### src/hdl/loop_irq_pkg.sv
package loop_irq_pkg;

    // ==========================================================
    // register indices and byte addresses (index * 4)
    localparam int unsigned NUM_REGS    = 5;
    localparam logic [15:0] LOCK_IDX    = 16'h0116;
    localparam logic [15:0] STATE_IDX   = 16'h0117;
    localparam logic [15:0] FAST_IDX    = 16'h0118;
    localparam logic [15:0] PROFILE_IDX = 16'h0119;
    localparam logic [15:0] ANALOG_IDX  = 16'h011A;

    localparam logic [11:0] LOCK_ADDR    = {LOCK_IDX[9:0], 2'b00};
    localparam logic [11:0] STATE_ADDR   = {STATE_IDX[9:0], 2'b00};
    localparam logic [11:0] FAST_ADDR    = {FAST_IDX[9:0], 2'b00};
    localparam logic [11:0] PROFILE_ADDR = {PROFILE_IDX[9:0], 2'b00};
    localparam logic [11:0] ANALOG_ADDR  = {ANALOG_IDX[9:0], 2'b00};

    // ==========================================================
    // writable bits per register; the rest are reserved
    localparam logic [7:0] LOCK_WMASK    = 8'hFF;
    localparam logic [7:0] STATE_WMASK   = 8'hFD;
    localparam logic [7:0] FAST_WMASK    = 8'h1C;
    localparam logic [7:0] PROFILE_WMASK = 8'h3F;
    localparam logic [7:0] ANALOG_WMASK  = 8'h1F;
    localparam logic [7:0] ENABLE_RESET  = 8'h00;

    // ==========================================================
    // event fields inside each enable register
    localparam logic [7:0] LOCK_CLAMP_FIELD    = 8'hC0;
    localparam logic [7:0] LOCK_SLEW_FIELD     = 8'h30;
    localparam logic [7:0] LOCK_FREQ_FIELD     = 8'h0C;
    localparam logic [7:0] LOCK_PHASE_FIELD    = 8'h03;
    localparam logic [7:0] STATE_SWITCH_FIELD  = 8'h80;
    localparam logic [7:0] STATE_MODE_FIELD    = 8'h60;
    localparam logic [7:0] STATE_HITLESS_FIELD = 8'h18;
    localparam logic [7:0] STATE_HISTORY_FIELD = 8'h04;
    localparam logic [7:0] STATE_STEP_FIELD    = 8'h01;
    localparam logic [7:0] FAST_RESYNC_FIELD   = 8'h10;
    localparam logic [7:0] FAST_ACQ_FIELD      = 8'h0C;
    localparam logic [7:0] PROFILE_ACT_FIELD   = 8'h3F;
    localparam logic [7:0] ANALOG_DIST_FIELD   = 8'h10;
    localparam logic [7:0] ANALOG_LOCK_FIELD   = 8'h0C;
    localparam logic [7:0] ANALOG_CAL_FIELD    = 8'h03;

    // index 0 = lock ... index 4 = analog
    localparam logic [NUM_REGS-1:0][11:0] REG_ADDR =
        {ANALOG_ADDR, PROFILE_ADDR, FAST_ADDR, STATE_ADDR, LOCK_ADDR};
    localparam logic [NUM_REGS-1:0][7:0] REG_WMASK =
        {ANALOG_WMASK, PROFILE_WMASK, FAST_WMASK, STATE_WMASK, LOCK_WMASK};

    // ==========================================================
    // carriers
    typedef logic [NUM_REGS-1:0][7:0] bank_t;

    typedef struct packed {
        logic        psel;
        logic        penable;
        logic        pwrite;
        logic [11:0] paddr;
        logic [31:0] pwdata;
    } apb_req_t;

    typedef struct packed {
        logic [31:0] prdata;
        logic        pready;
        logic        pslverr;
    } apb_rsp_t;

endpackage

### src/hdl/loop_ch1_irq_mask_bank.sv
`timescale 1ns/1ps
// Behaviour
// - lock reg bit7 enables clamp-inactive event, bit6 clamp-active event.
// - lock reg bit5 enables slew limiter off event, bit4 slew limiter on.
// - lock reg bit3 enables frequency unlock event, bit2 frequency lock event.
// - lock reg bit1 enables phase unlock event, bit0 phase lock event.
// - state reg bit7 enables reference switched event.
// - state reg bit6 enables free-run entry, bit5 holdover entry.
// - state reg bit4 enables hitless entry, bit3 hitless exit.
// - state reg bit2 enables holdover history updated event.
// - state reg bit0 enables reference phase step event.
// - fast-acq reg bit4 enables feedback divider resynchronized event.
// - fast-acq reg bit3 enables acquisition complete, bit2 acquisition started.
// - profile reg bits 5..0 enable activation of source profile 5..0.
// - analog reg bit4 enables distribution synchronized event.
// - analog reg bit3 enables analog loop unlock, bit2 analog loop lock.
// - analog reg bit1 enables calibration complete, bit0 calibration start.
module loop_ch1_irq_mask_bank (
    input  wire logic                  clk,
    input  wire logic                  reset_n,
    input  wire loop_irq_pkg::apb_req_t apb_req,
    output loop_irq_pkg::apb_rsp_t     apb_rsp,
    input  wire loop_irq_pkg::bank_t   event_latched,
    output loop_irq_pkg::bank_t        event_pending,
    output logic                       irq_req
);

    // ==========================================================
    // bus decode
    loop_irq_pkg::bank_t                  enable_q;
    logic [loop_irq_pkg::NUM_REGS-1:0]    hit;
    logic                                 setup_phase;
    logic                                 access_phase;
    logic                                 mapped;
    logic                                 wr_fire;
    logic [31:0]                          rd_word;
    logic [7:0]                           rd_byte;
    logic [31:0]                          prdata_q;
    logic                                 pslverr_q;
    logic                                 irq_q;
    loop_irq_pkg::bank_t                  pending_q;
    loop_irq_pkg::bank_t                  pending_d;

    assign setup_phase  = apb_req.psel && !apb_req.penable;
    assign access_phase = apb_req.psel && apb_req.penable;
    assign mapped       = |hit;
    // zero wait states: every access completes in its first access cycle
    assign wr_fire      = access_phase && apb_req.pwrite;

    genvar gi;
    generate
        for (gi = 0; gi < loop_irq_pkg::NUM_REGS; gi++) begin : g_reg
            logic [7:0] enable_d;
            assign hit[gi] = (apb_req.paddr == loop_irq_pkg::REG_ADDR[gi]);
            // reserved bits never store, so they always read back zero
            assign enable_d = apb_req.pwdata[7:0] & loop_irq_pkg::REG_WMASK[gi];
            always_ff @(posedge clk or negedge reset_n) begin
                if (!reset_n) begin
                    enable_q[gi] <= loop_irq_pkg::ENABLE_RESET;
                end else if (wr_fire && hit[gi]) begin
                    enable_q[gi] <= enable_d;
                end
            end
        end
    endgenerate

    // ==========================================================
    // read path, sampled in the setup cycle so prdata is a flop
    always_comb begin
        rd_byte = 8'h00;
        for (int i = 0; i < loop_irq_pkg::NUM_REGS; i++) begin
            if (hit[i]) begin
                rd_byte = enable_q[i];
            end
        end
    end
    assign rd_word = {24'h000000, rd_byte};

    always_ff @(posedge clk or negedge reset_n) begin
        if (!reset_n) begin
            prdata_q  <= 32'h00000000;
            pslverr_q <= 1'b0;
        end else if (setup_phase) begin
            prdata_q  <= apb_req.pwrite ? 32'h00000000 : rd_word;
            pslverr_q <= !mapped;
        end
    end

    assign apb_rsp.prdata  = prdata_q;
    assign apb_rsp.pready  = access_phase;
    assign apb_rsp.pslverr = access_phase && pslverr_q;

    // ==========================================================
    // masking; events come in already latched and are cleared elsewhere,
    // so an event latched before its enable fires as soon as enabled
    assign pending_d = event_latched & enable_q;

    always_ff @(posedge clk or negedge reset_n) begin
        if (!reset_n) begin
            pending_q <= '0;
            irq_q     <= 1'b0;
        end else begin
            pending_q <= pending_d;
            irq_q     <= |pending_d;
        end
    end

    assign event_pending = pending_q;
    assign irq_req       = irq_q;

    // ==========================================================
    // assertions
    property p_write(int idx);
        @(posedge clk) disable iff (!reset_n)
        (wr_fire && hit[idx])
            |=> (enable_q[idx] == ($past(apb_req.pwdata[7:0])
                & loop_irq_pkg::REG_WMASK[idx]));
    endproperty

    lock_write_a : assert property (p_write(0))
        else $error("lock enable write not stored");
    state_write_a : assert property (p_write(1))
        else $error("state enable write not stored");
    fast_write_a : assert property (p_write(2))
        else $error("fast acquisition enable write not stored");
    profile_write_a : assert property (p_write(3))
        else $error("profile enable write not stored");
    analog_write_a : assert property (p_write(4))
        else $error("analog enable write not stored");

    reserved_zero_a : assert property (
        @(posedge clk) disable iff (!reset_n)
        (enable_q[1][1] == 1'b0) && (enable_q[2][7:5] == 3'b000)
            && (enable_q[2][1:0] == 2'b00) && (enable_q[3][7:6] == 2'b00)
            && (enable_q[4][7:5] == 3'b000))
        else $error("reserved enable bit set");

    hold_value_a : assert property (
        @(posedge clk) disable iff (!reset_n)
        !wr_fire |=> $stable(enable_q))
        else $error("enable changed without a write");

    irq_follows_a : assert property (
        @(posedge clk) disable iff (!reset_n)
        |(event_latched & enable_q) |=> irq_req)
        else $error("enabled event did not raise request");

    irq_masked_a : assert property (
        @(posedge clk) disable iff (!reset_n)
        (~|(event_latched & enable_q))[*2] |-> ##1 !irq_req)
        else $error("request raised with all events masked");

    read_back_a : assert property (
        @(posedge clk) disable iff (!reset_n)
        (setup_phase && !apb_req.pwrite && hit[3]) ##1 access_phase
            |-> apb_rsp.prdata == {24'h000000, $past(enable_q[3])})
        else $error("profile enable read back wrong");

    unmapped_err_a : assert property (
        @(posedge clk) disable iff (!reset_n)
        (setup_phase && !mapped) ##1 access_phase |-> apb_rsp.pslverr)
        else $error("unmapped access without error");

    ready_access_a : assert property (
        @(posedge clk) disable iff (!reset_n)
        (apb_req.psel && apb_req.penable) |-> apb_rsp.pready)
        else $error("access cycle without ready");

    ready_idle_a : assert property (
        @(posedge clk) disable iff (!reset_n)
        !apb_req.psel |-> !apb_rsp.pready)
        else $error("ready without select");

    err_in_access_a : assert property (
        @(posedge clk) disable iff (!reset_n)
        apb_rsp.pslverr |-> apb_rsp.pready)
        else $error("error outside an access cycle");

    upper_zero_a : assert property (
        @(posedge clk) disable iff (!reset_n)
        apb_rsp.prdata[31:8] == 24'h000000)
        else $error("read data upper bits not zero");

    mapped_ok_a : assert property (
        @(posedge clk) disable iff (!reset_n)
        (setup_phase && mapped) ##1 access_phase |-> !apb_rsp.pslverr)
        else $error("mapped access flagged as error");

    stray_write_a : assert property (
        @(posedge clk) disable iff (!reset_n)
        (wr_fire && !mapped) |=> $stable(enable_q))
        else $error("unmapped write changed an enable");

    property p_read(int idx);
        @(posedge clk) disable iff (!reset_n)
        (setup_phase && !apb_req.pwrite && hit[idx]) ##1 access_phase
            |-> apb_rsp.prdata == {24'h000000, $past(enable_q[idx])};
    endproperty

    lock_read_a : assert property (p_read(0))
        else $error("lock enable read back wrong");
    state_read_a : assert property (p_read(1))
        else $error("state enable read back wrong");
    fast_read_a : assert property (p_read(2))
        else $error("fast acquisition enable read back wrong");
    analog_read_a : assert property (p_read(4))
        else $error("analog enable read back wrong");

    property p_isolate(int idx);
        @(posedge clk) disable iff (!reset_n)
        (wr_fire && !hit[idx]) |=> $stable(enable_q[idx]);
    endproperty

    lock_alone_a : assert property (p_isolate(0))
        else $error("lock enables changed by another write");
    state_alone_a : assert property (p_isolate(1))
        else $error("state enables changed by another write");
    fast_alone_a : assert property (p_isolate(2))
        else $error("fast acquisition enables changed by another write");
    profile_alone_a : assert property (p_isolate(3))
        else $error("profile enables changed by another write");
    analog_alone_a : assert property (p_isolate(4))
        else $error("analog enables changed by another write");

    property p_quiet(int idx);
        @(posedge clk) disable iff (!reset_n)
        (enable_q[idx] == 8'h00) |=> (event_pending[idx] == 8'h00);
    endproperty

    lock_quiet_a : assert property (p_quiet(0))
        else $error("lock event pending while all masked");
    state_quiet_a : assert property (p_quiet(1))
        else $error("state event pending while all masked");
    fast_quiet_a : assert property (p_quiet(2))
        else $error("fast acquisition event pending while all masked");
    profile_quiet_a : assert property (p_quiet(3))
        else $error("profile event pending while all masked");
    analog_quiet_a : assert property (p_quiet(4))
        else $error("analog event pending while all masked");

    // ==========================================================
    // per-rule masking; a field reaches pending only while enabled
    property p_event(int idx, logic [7:0] field);
        @(posedge clk) disable iff (!reset_n)
        1'b1 |=> ((event_pending[idx] & field)
            == ($past(event_latched[idx] & enable_q[idx]) & field));
    endproperty

    clamp_event_a : assert property (
        p_event(0, loop_irq_pkg::LOCK_CLAMP_FIELD))
        else $error("clamp event masking wrong");
    slew_event_a : assert property (
        p_event(0, loop_irq_pkg::LOCK_SLEW_FIELD))
        else $error("slew limiter event masking wrong");
    freq_lock_a : assert property (
        p_event(0, loop_irq_pkg::LOCK_FREQ_FIELD))
        else $error("frequency lock event masking wrong");
    phase_lock_a : assert property (
        p_event(0, loop_irq_pkg::LOCK_PHASE_FIELD))
        else $error("phase lock event masking wrong");

    ref_switch_a : assert property (
        p_event(1, loop_irq_pkg::STATE_SWITCH_FIELD))
        else $error("reference switch event masking wrong");
    mode_entry_a : assert property (
        p_event(1, loop_irq_pkg::STATE_MODE_FIELD))
        else $error("mode entry event masking wrong");
    hitless_event_a : assert property (
        p_event(1, loop_irq_pkg::STATE_HITLESS_FIELD))
        else $error("hitless event masking wrong");
    history_event_a : assert property (
        p_event(1, loop_irq_pkg::STATE_HISTORY_FIELD))
        else $error("history event masking wrong");
    phase_step_a : assert property (
        p_event(1, loop_irq_pkg::STATE_STEP_FIELD))
        else $error("phase step event masking wrong");

    resync_event_a : assert property (
        p_event(2, loop_irq_pkg::FAST_RESYNC_FIELD))
        else $error("divider resync event masking wrong");
    fast_acq_a : assert property (
        p_event(2, loop_irq_pkg::FAST_ACQ_FIELD))
        else $error("fast acquisition event masking wrong");

    profile_event_a : assert property (
        p_event(3, loop_irq_pkg::PROFILE_ACT_FIELD))
        else $error("profile event masking wrong");

    dist_sync_a : assert property (
        p_event(4, loop_irq_pkg::ANALOG_DIST_FIELD))
        else $error("distribution sync event masking wrong");
    analog_lock_a : assert property (
        p_event(4, loop_irq_pkg::ANALOG_LOCK_FIELD))
        else $error("analog lock event masking wrong");
    analog_cal_a : assert property (
        p_event(4, loop_irq_pkg::ANALOG_CAL_FIELD))
        else $error("calibration event masking wrong");

    lock_enable_c : cover property (
        @(posedge clk) disable iff (!reset_n) wr_fire && hit[0]);
    irq_rise_c : cover property (
        @(posedge clk) disable iff (!reset_n) $rose(irq_req));
    mask_off_c : cover property (
        @(posedge clk) disable iff (!reset_n) $fell(irq_req));
    unmapped_c : cover property (
        @(posedge clk) disable iff (!reset_n) apb_rsp.pslverr);
    profile_pend_c : cover property (
        @(posedge clk) disable iff (!reset_n) |event_pending[3]);

endmodule

### config.mk
export PLATFORM = sky130hd
export DESIGN_NAME = loop_ch1_irq_mask_bank
export DESIGN_NICKNAME = d
export VERILOG_FILES = /design/src/hdl/loop_irq_pkg.sv /design/src/hdl/loop_ch1_irq_mask_bank.sv
export SDC_FILE = /design/constraint.sdc
export NUM_CORES = 1
export LEC_CHECK = 0
export ABC_AREA = 0
export BUFFER_PORTS_ARGS = -buffer_cell sky130_fd_sc_hd__buf_4
export CAP_MARGIN = 10
export CORE_MARGIN = 3
export CORE_UTILIZATION = 45
export CTS_CLUSTER_SIZE = 25
export DETAILED_ROUTE_END_ITERATION = 10
export GPL_ROUTABILITY_DRIVEN = 0
export PLACE_DENSITY = 0.76
export SYNTH_ARGS = -nofsm -noshare
export SYNTH_HDL_FRONTEND = slang
export SYNTH_SLANG_ARGS = --single-unit
### constraint.sdc
create_clock -name clk -period 2.95 [get_ports clk]
set_input_delay 0.59 -clock clk [delete_from_list [all_inputs] [get_ports clk]]
set_output_delay 0.59 -clock clk [all_outputs]
set_load 0.05 [all_outputs]
==> impl.org, run 1 <==
** Pwr
- PD cells :: 474 nW/um^2
- Of the total power, combinational logic draws 0.115.
- Summed over all cells, the static leakage comes to 2.15 nW.
- The share of total power dissipated in sequential elements is 0.484.
- Proportion of power drawn by the clock network :: 0.401
- In this run the power spent charging and discharging nets is 0.506 mW.
- The worst-case IR drop observed on VDD is 0.198 mV.
- Power Internal :: 1.43 mW
- Proportion of total power due to net switching :: 0.262

** Routing
- Detailed-routing iteration count for the pre-antenna-repair pass :: 4
- The count of nets left with antenna violations once routing finished came out at 0.
- The final route contains 2,385 vias.
- Using the TritonRoute via totals, the vias-per-cell ratio works out to 5.09.
- DR DRC count :: 0
- Average wire per standard cell :: 16.6 um
- Routed wire length :: 7.77 mm
- After the first detailed-routing iteration, the DRC count stood at 214.

** Floorplanning
- Starting utilization of the core area :: 0.481
- In this run the vertical extent of the chip is 90.0 um.
- Horizontal die dimension :: 90.0 um
- FP Rows :: 29
- In this run the count of I/O pins placed on the die edge is 164.
- Placeable Area :: 6600 um^2
- Die area :: 8100 um^2

** Clock network
- CTS-repair resized insts :: 0
- Clock slew at the register clock pins of the worst setup and hold paths :: 0.07 ns
- Clock tree from TritonCTS :: done
- The number of hold buffers added after CTS was 0.
- Buffer cell driving the clock tree root :: sky130_fd_sc_hd__clkbuf_8
- The clock passes through at most 2 buffers.
- In this run, CTS created clock tree buffers numbering 9.
- Number of levels in the clock H-tree :: 3
- Clock latency on the worst-skew pair, taken at its later pin, is 0.35 ns.
- Count of clock tree sinks :: 68
- The number of setup buffers added after CTS is 0.

** Worst setup path
- Walking the worst path, the cells encountered are buf_4 -> or4b_2 -> nor3_1 -> nand3_1 -> mux2_2.
- Category of the critical setup timing path :: primary input to register
- Highest fanout seen on the critical path :: 8
- STA classifies the critical path startpoint as a primary input.
- Depth of the worst register-to-register path :: 4
- Largest stage delay on the critical path :: 0.71 ns
- Setup crit end kind :: register
- Slowest stage cell on the critical path :: sky130_fd_sc_hd__or4b_2
- At the worst endpoint, the required time is 3.18 ns.
- STA puts the critical path data arrival time at 2.49 ns.

** Synthesis
- Post-synthesis cell count :: 268
- In this run, synthesis produced a sequential element count of 68.
- Asr flop ratio synth :: 1.00
- Number of enable-type register cells in the synthesized netlist :: 0
- Post-synthesis sequential area ratio :: 0.536
- Predominant post-synthesis flop cell :: sky130_fd_sc_hd__dfrtp_1
- Summing every instance area after synthesis gives 3170 um^2.
- Syn_area_per_cell :: 11.8 um^2
- Counting distinct cell types in the post-synthesis netlist gives 44.
- Synth Warn # :: 0

** Finish
- Diode count :: 0
- The net count of the finished layout is 460.
- Ratio of cells with drive above 1 in the final layout :: 0.415
- From synthesis to final layout, the design area changed by 28.6%.
- Most common library cell in the layout ignoring fill and taps :: sky130_fd_sc_hd__buf_4
- Commonest cells after routing, fill and taps aside :: sky130_fd_sc_hd__buf_4, sky130_fd_sc_hd__dfrtp_1, sky130_fd_sc_hd__conb_1

** Timing
- Actual slew at the worst max-slew pin :: 0.815 ns
- Smallest setup slack after layout :: 0.688 ns
- Final worst path period share :: 0.767
- For this run, the top clock speed supported by timing is 442 MHz.
- Setup violations remaining at the end of the flow were counted as 0.
- Setup repair after global routing missed its margin :: false
- Counting I/O delays and the setup requirement, the final critical path takes 2.26 ns.
- For the final routed database, the setup TNS stands at 0 ns.
- Final number of hold-violating endpoints :: 0
- Max Transition Viols Final :: 0
- Between clock sinks in the finished design, the worst skew comes to 0.00549 ns.
- Slew HR :: 0.456

** Job
- Max-cap violations in this run came to 0.

** Place
- Before CTS, the worst setup slack after placement is 0.345 ns.
- Detailed-placement wirelength estimate :: 6.00 mm
- Port buffer count :: 93

** Worst hold path
- The path class of the tightest hold or removal check is primary input to async pin.

** Global route
- Largest net degree at the start of global routing :: 69
- Wire length of the first global-routing pass :: 12.8 mm
- The via count of the first global-routing pass is 2,572.
- Across every metal layer, demand over resource in global routing totals 0.202.
- For this run the aggregate overflow at the end of global routing stands at 0.
- Antenna violations before repair :: 0

** Outcome
- The flow ran to the end, and the final reports show no timing, DRC or antenna violations.
[critical path: cells and delay by family]
family                 cells  cell delay (ns)
muxes                      1             0.43
and+or+nand+nor            3             1.34
buffers and inverters      1             0.13
[sequential cells by signal, summed over array words and instances (netlist names)]
signal         flops
prdata_q           8
irq_req            1
enable_q          29
event_pending     29
pslverr_q          1
[metal layers]
metal,vias up,global-route usage,routed length (um)
met2,140,0.337,3860
met5,-,0,0
met1,1133,0.246,3080
met4,0,0.0982,224
met3,21,0.0484,604
li1,1091,-,-
[synth_stat cells, types with 3 or more instances]
cell / number / share of area
sky130_fd_sc_hd__a22oi_1: 3 / 0.0071
sky130_fd_sc_hd__and3_1: 3 / 0.0059
sky130_fd_sc_hd__o311ai_0: 3 / 0.0083
sky130_fd_sc_hd__nor2_1: 3 / 0.0035
sky130_fd_sc_hd__mux2_2: 30 / 0.11
sky130_fd_sc_hd__nor3_1: 3 / 0.0047
sky130_fd_sc_hd__or2_2: 6 / 0.012
sky130_fd_sc_hd__a221oi_1: 3 / 0.0083
sky130_fd_sc_hd__dfrtp_1: 68 / 0.54
sky130_fd_sc_hd__or4_1: 8 / 0.019
sky130_fd_sc_hd__nand4_1: 3 / 0.0059
sky130_fd_sc_hd__inv_1: 3 / 0.0035
sky130_fd_sc_hd__and2_1: 31 / 0.061
sky130_fd_sc_hd__nand2_1: 13 / 0.015
sky130_fd_sc_hd__o21ai_0: 10 / 0.016
sky130_fd_sc_hd__clkbuf_1: 3 / 0.0035
sky130_fd_sc_hd__nand3_1: 3 / 0.0047
sky130_fd_sc_hd__buf_4: 36 / 0.085
sky130_fd_sc_hd__mux2i_1: 4 / 0.013
[final timing paths]
kind                                   start           endpoint  slack (ns)
setup / recovery                 apb_req[33]        enable_q[2]        0.69
hold / removal                       reset_n   event_pending[6]        0.34
setup reg to reg                enable_q[35]            irq_req        0.72
hold reg to reg                    pslverr_q          pslverr_q        0.50
max in group asynchronous            reset_n        enable_q[1]        2.08
min in group clk           event_latched[11]  event_pending[11]        0.46
[logic make-up after synthesis]
| group | after synthesis | synth area share |
|---|---|---|
| AND/OR/NAND/NOR | 91 | 0.183 |
| flip-flops | 68 | 0.536 |
| buffers and inverters | 45 | 0.0966 |
| multiplexers | 34 | 0.119 |
| AO/OA/AOI/OAI | 29 | 0.0646 |
| other | 1 | 0.00118 |
[power by group through the flow]
stage	Sequential [mW]	Clock [mW]	Combinational, mW
6_report	0.936	0.777	0.222
3_5_place_dp	0.954	0	0.221
3_3_place_gp	0.954	0	0.219
2_1_floorplan	0.955	0	0.163
5_1_grt	0.936	0.826	0.238
4_1_cts	0.936	0.788	0.221
[through the flow]
stage	hold WS (ns)	cells	utilization	total power [mW]	instance area (um^2)
2_1_floorplan	0.294	302	-	1.12	3300
3_3_place_gp	0.473	453	0.588	1.17	3880
3_5_place_dp	0.478	453	0.588	1.17	3880
4_1_cts	0.376	469	0.618	1.94	4080
5_1_grt	0.416	469	0.618	2.00	4080
6_report	0.344	469	0.618	1.93	4080
[layout make-up]
cell class	instances	area, um^2
multi-input cells	189	1300
clock buffers	12	155
flip-flops and latches	68	1700
repair buffers	100	751
fillers	547	2520
well taps	93	116
inverters	3	11.3
clock inverters	4	47.5
Note: power is estimated with default switching activity, not from simulation.
==> inputs of run 2 (changes only) <==
--- a/config.mk
+++ b/config.mk
@@ -9,11 +9,11 @@
 export BUFFER_PORTS_ARGS = -buffer_cell sky130_fd_sc_hd__buf_4
 export CAP_MARGIN = 10
 export CORE_MARGIN = 3
-export CORE_UTILIZATION = 45
+export CORE_UTILIZATION = 41
 export CTS_CLUSTER_SIZE = 25
 export DETAILED_ROUTE_END_ITERATION = 10
 export GPL_ROUTABILITY_DRIVEN = 0
-export PLACE_DENSITY = 0.76
+export PLACE_DENSITY = 0.72
 export SYNTH_ARGS = -nofsm -noshare
 export SYNTH_HDL_FRONTEND = slang
 export SYNTH_SLANG_ARGS = --single-unit
==> constraint.sdc (replaced) <==
create_clock -name clk -period 1.8 [get_ports clk]
set_input_delay 0.36 -clock clk [delete_from_list [all_inputs] [get_ports clk]]
set_output_delay 0.36 -clock clk [all_outputs]
set_load 0.05 [all_outputs]
==> run 2 against run 1 <==
  * The flow now finishes with violations (setup timing)
  * Sequential cell count unchanged
  * Core utilization is 0.77 points lower
  * First-iteration DRC count shrank 27%
  * Hold slack got worse by 0.33 ns
  * Critical path type is now register to register
  * Highest routed layer unchanged
==> impl.org, run 2 (synthesized netlist as in run 1, its figures left out) <==
** Outcome
- The flow ran to the end, but the final reports show violations.
- Failing checks :: setup timing

** Routing
- The post-route antenna net violation count came to 0 (unchanged).
- The number of vias per cell is 4.87 (-4.3%).
- The routed length per instance came to 15.6 um (-5.8%).
- The total iterations of the first detailed-routing run was 5 (+1).
- The total vias in the final route was 2,511 (+5.3%).
- The detailed-route wire length was 8.05 mm (+3.6%).
- The remaining design rule violation count is 0 (unchanged).
- The initial detailed-routing violation count was 157 (-27%).

** Clock network
- The maximum clock insertion buffer count is 2 (unchanged).
- Count of clock tree sinks :: 68 (unchanged)
- The H-tree depth was 3 (unchanged).
- Clock tree from TritonCTS :: done
- Clock slew at the register clock pins of the worst setup and hold paths :: 0.07 ns (about the same)
- The count of hold-fix buffers inserted at cts is 0 (unchanged).
- Clock latency on the worst-skew pair :: 0.34 ns (about the same)
- TritonCTS Buffers :: 9 (unchanged)
- The cell sitting at the root of the clock tree is a sky130_fd_sc_hd__clkbuf_8.

** Worst setup path
- STA classifies the critical path startpoint as a register.
- Arrival time reported for the critical path endpoint :: 2.33 ns (-0.16 ns)
- Required time of the critical path :: 2.01 ns (-1.17 ns)
- STA classifies the critical path endpoint as a register.
- The path depth of the worst reg2reg path came to 4 (unchanged).
- Category of the critical setup timing path :: register to register
- Highest fanout seen on the critical path :: 2 (-6)

** Place
- The placed instance count came to 500 (+10%).
- The pre-CTS setup slack was -0.444 ns (-0.789 ns).
- The quantity of I/O buffers inserted on ports came to 93 (unchanged).
- The half-perimeter wire length of the detailed placement result is 6.35 mm (+5.8%).

** Finish
- Most common library cell in the layout ignoring fill and taps :: sky130_fd_sc_hd__buf_4
- The count of placed standard cells in the final layout, fillers left out came to 516 (+10%).
- In the layout the commonest cells are sky130_fd_sc_hd__buf_4, sky130_fd_sc_hd__dfrtp_1, sky130_fd_sc_hd__conb_1.
- Diode count :: 0 (unchanged)
- Ratio of cells with drive above 1 in the final layout :: 0.499 (+0.0839)
- Compared with the post-synthesis result, the final layout area differs by 41.7%.
- The net count of the finished layout came to 503 (+9.3%).

** Global route
- Overflow after GRT :: 0 (unchanged)
- The layer flagged by global routing as most heavily used is met2.
- The met3 track utilization from global routing was 0.0441 (-0.00434).
- The via count of the first global-routing pass came to 2,565 (-0.27%).
- The number of antenna violations at the first check in global routing came to 0 (unchanged).
- The maximum number of pins on one net before global-route repair came to 69 (unchanged).
- GR met1 Demand/Resource :: 0.246 (about the same)
- The met2 track utilization from global routing was 0.300 (-0.0367).
- Wire length of the first global-routing pass :: 12.5 mm (-2.3%)
- The overall fraction of global-route tracks in use was 0.191 (-0.0110).

** Floorplanning
- The effective utilization at floorplan was 0.431 (-0.0499).
- Die height :: 94.0 um (+4.4%)
- FP Rows :: 31 (+6.9%)
- Die area :: 8830 um^2 (+9.1%)
- The die outline width is 94.0 um (+4.4%).
- The placeable core region came to 7370 um^2 (+12%).
- The number of top-level pins is 164 (unchanged).

** Timing
- Number of failing setup endpoints in the final timing report :: 1 (+1)
- Crit path time final :: 2.11 ns
- Max Transition Viols Final :: 0 (unchanged)
- Final worst path period share :: 1.17
- Clock Skew :: 0.00357 ns (-0.00192 ns)
- Smallest setup slack after layout :: -0.314 ns (-1.00 ns)
- Setup repair after global routing could not meet its margin everywhere.
- Final number of hold-violating endpoints :: 0 (unchanged)
- Highest clock frequency the design can meet :: 473 MHz

** Pwr
- The leakage component of the power is 2.39 nW (+11%).
- PD cells :: 680 nW/um^2 (+44%)
- Total power of the final layout :: 3.06 mW (+58%)
- Worst ir drop on vdd :: 0.310 mV (+57%)

** Job
- The max-capacitance violation count was 0 (unchanged).

** Worst hold path
- The worst hold path belongs to the class primary input to async pin.
==> run 2: report_power, final <==
group          internal, mW  switching [mW]
registers              1.53         0.00274
clock network         0.598           0.530
logic                 0.123           0.273
==> run 2: through the flow <==
stage | utilization | setup TNS (ns) | area [um^2] | hold WS (ns)
after global placement | 0.582 | -4.47 | 4290 | 0.386
final | 0.611 | -0.314 | 4500 | 0.0135
after floorplan | - | -1.02 | 3370 | 0.0644
after detailed placement | 0.582 | -5.87 | 4290 | 0.391
after CTS | 0.609 | -0.301 | 4490 | 0.0288
after global routing | 0.611 | -0.349 | 4500 | 0.0215
==> run 2: worst paths after layout <==
path | from | end | slack (ns)
worst max-delay path | enable_q[8] | irq_req | -0.31
worst min-delay path | reset_n | event_pending[13] | 0.01
worst max register to register | enable_q[8] | irq_req | -0.31
worst min register to register | enable_q[2] | event_pending[2] | 0.50
max in group asynchronous | reset_n | event_pending[28] | 1.51
min in group clk | event_latched[26] | event_pending[26] | 0.24
==> run 2: cell type report <==
type	instances	area (um^2)
Clock inverter	1	7.51
Fill cell	608	2870
Tap cell	99	124
Multi-Input combinational cell	189	1380
Sequential cell	68	1700
Timing Repair Buffer	143	1110
Inverter	3	11.3
Clock buffer	13	169
==> run 2: per-layer routing <==
layer,part of all wire,routed length (um)
met1,0.41,3320
met2,0.48,3870
met3,0.080,644
met4,0.027,215
met5,0,0
==> run 2: repair_timing <==
item | in CTS | in global routing
endpoints found under the setup margin | 1 | 2
resized for setup | 2 | 3
buffers inserted | 2 | 0
pin swaps | 4 | 1
==> run 2: worst max-delay path, stage by stage, from the launching register on <==
cell and delay (ns):
sky130_fd_sc_hd__dfrtp_1 0.41, sky130_fd_sc_hd__and2_4 0.17, sky130_fd_sc_hd__or4_1 0.52, sky130_fd_sc_hd__or4_4 0.42, sky130_fd_sc_hd__or4_1 0.47
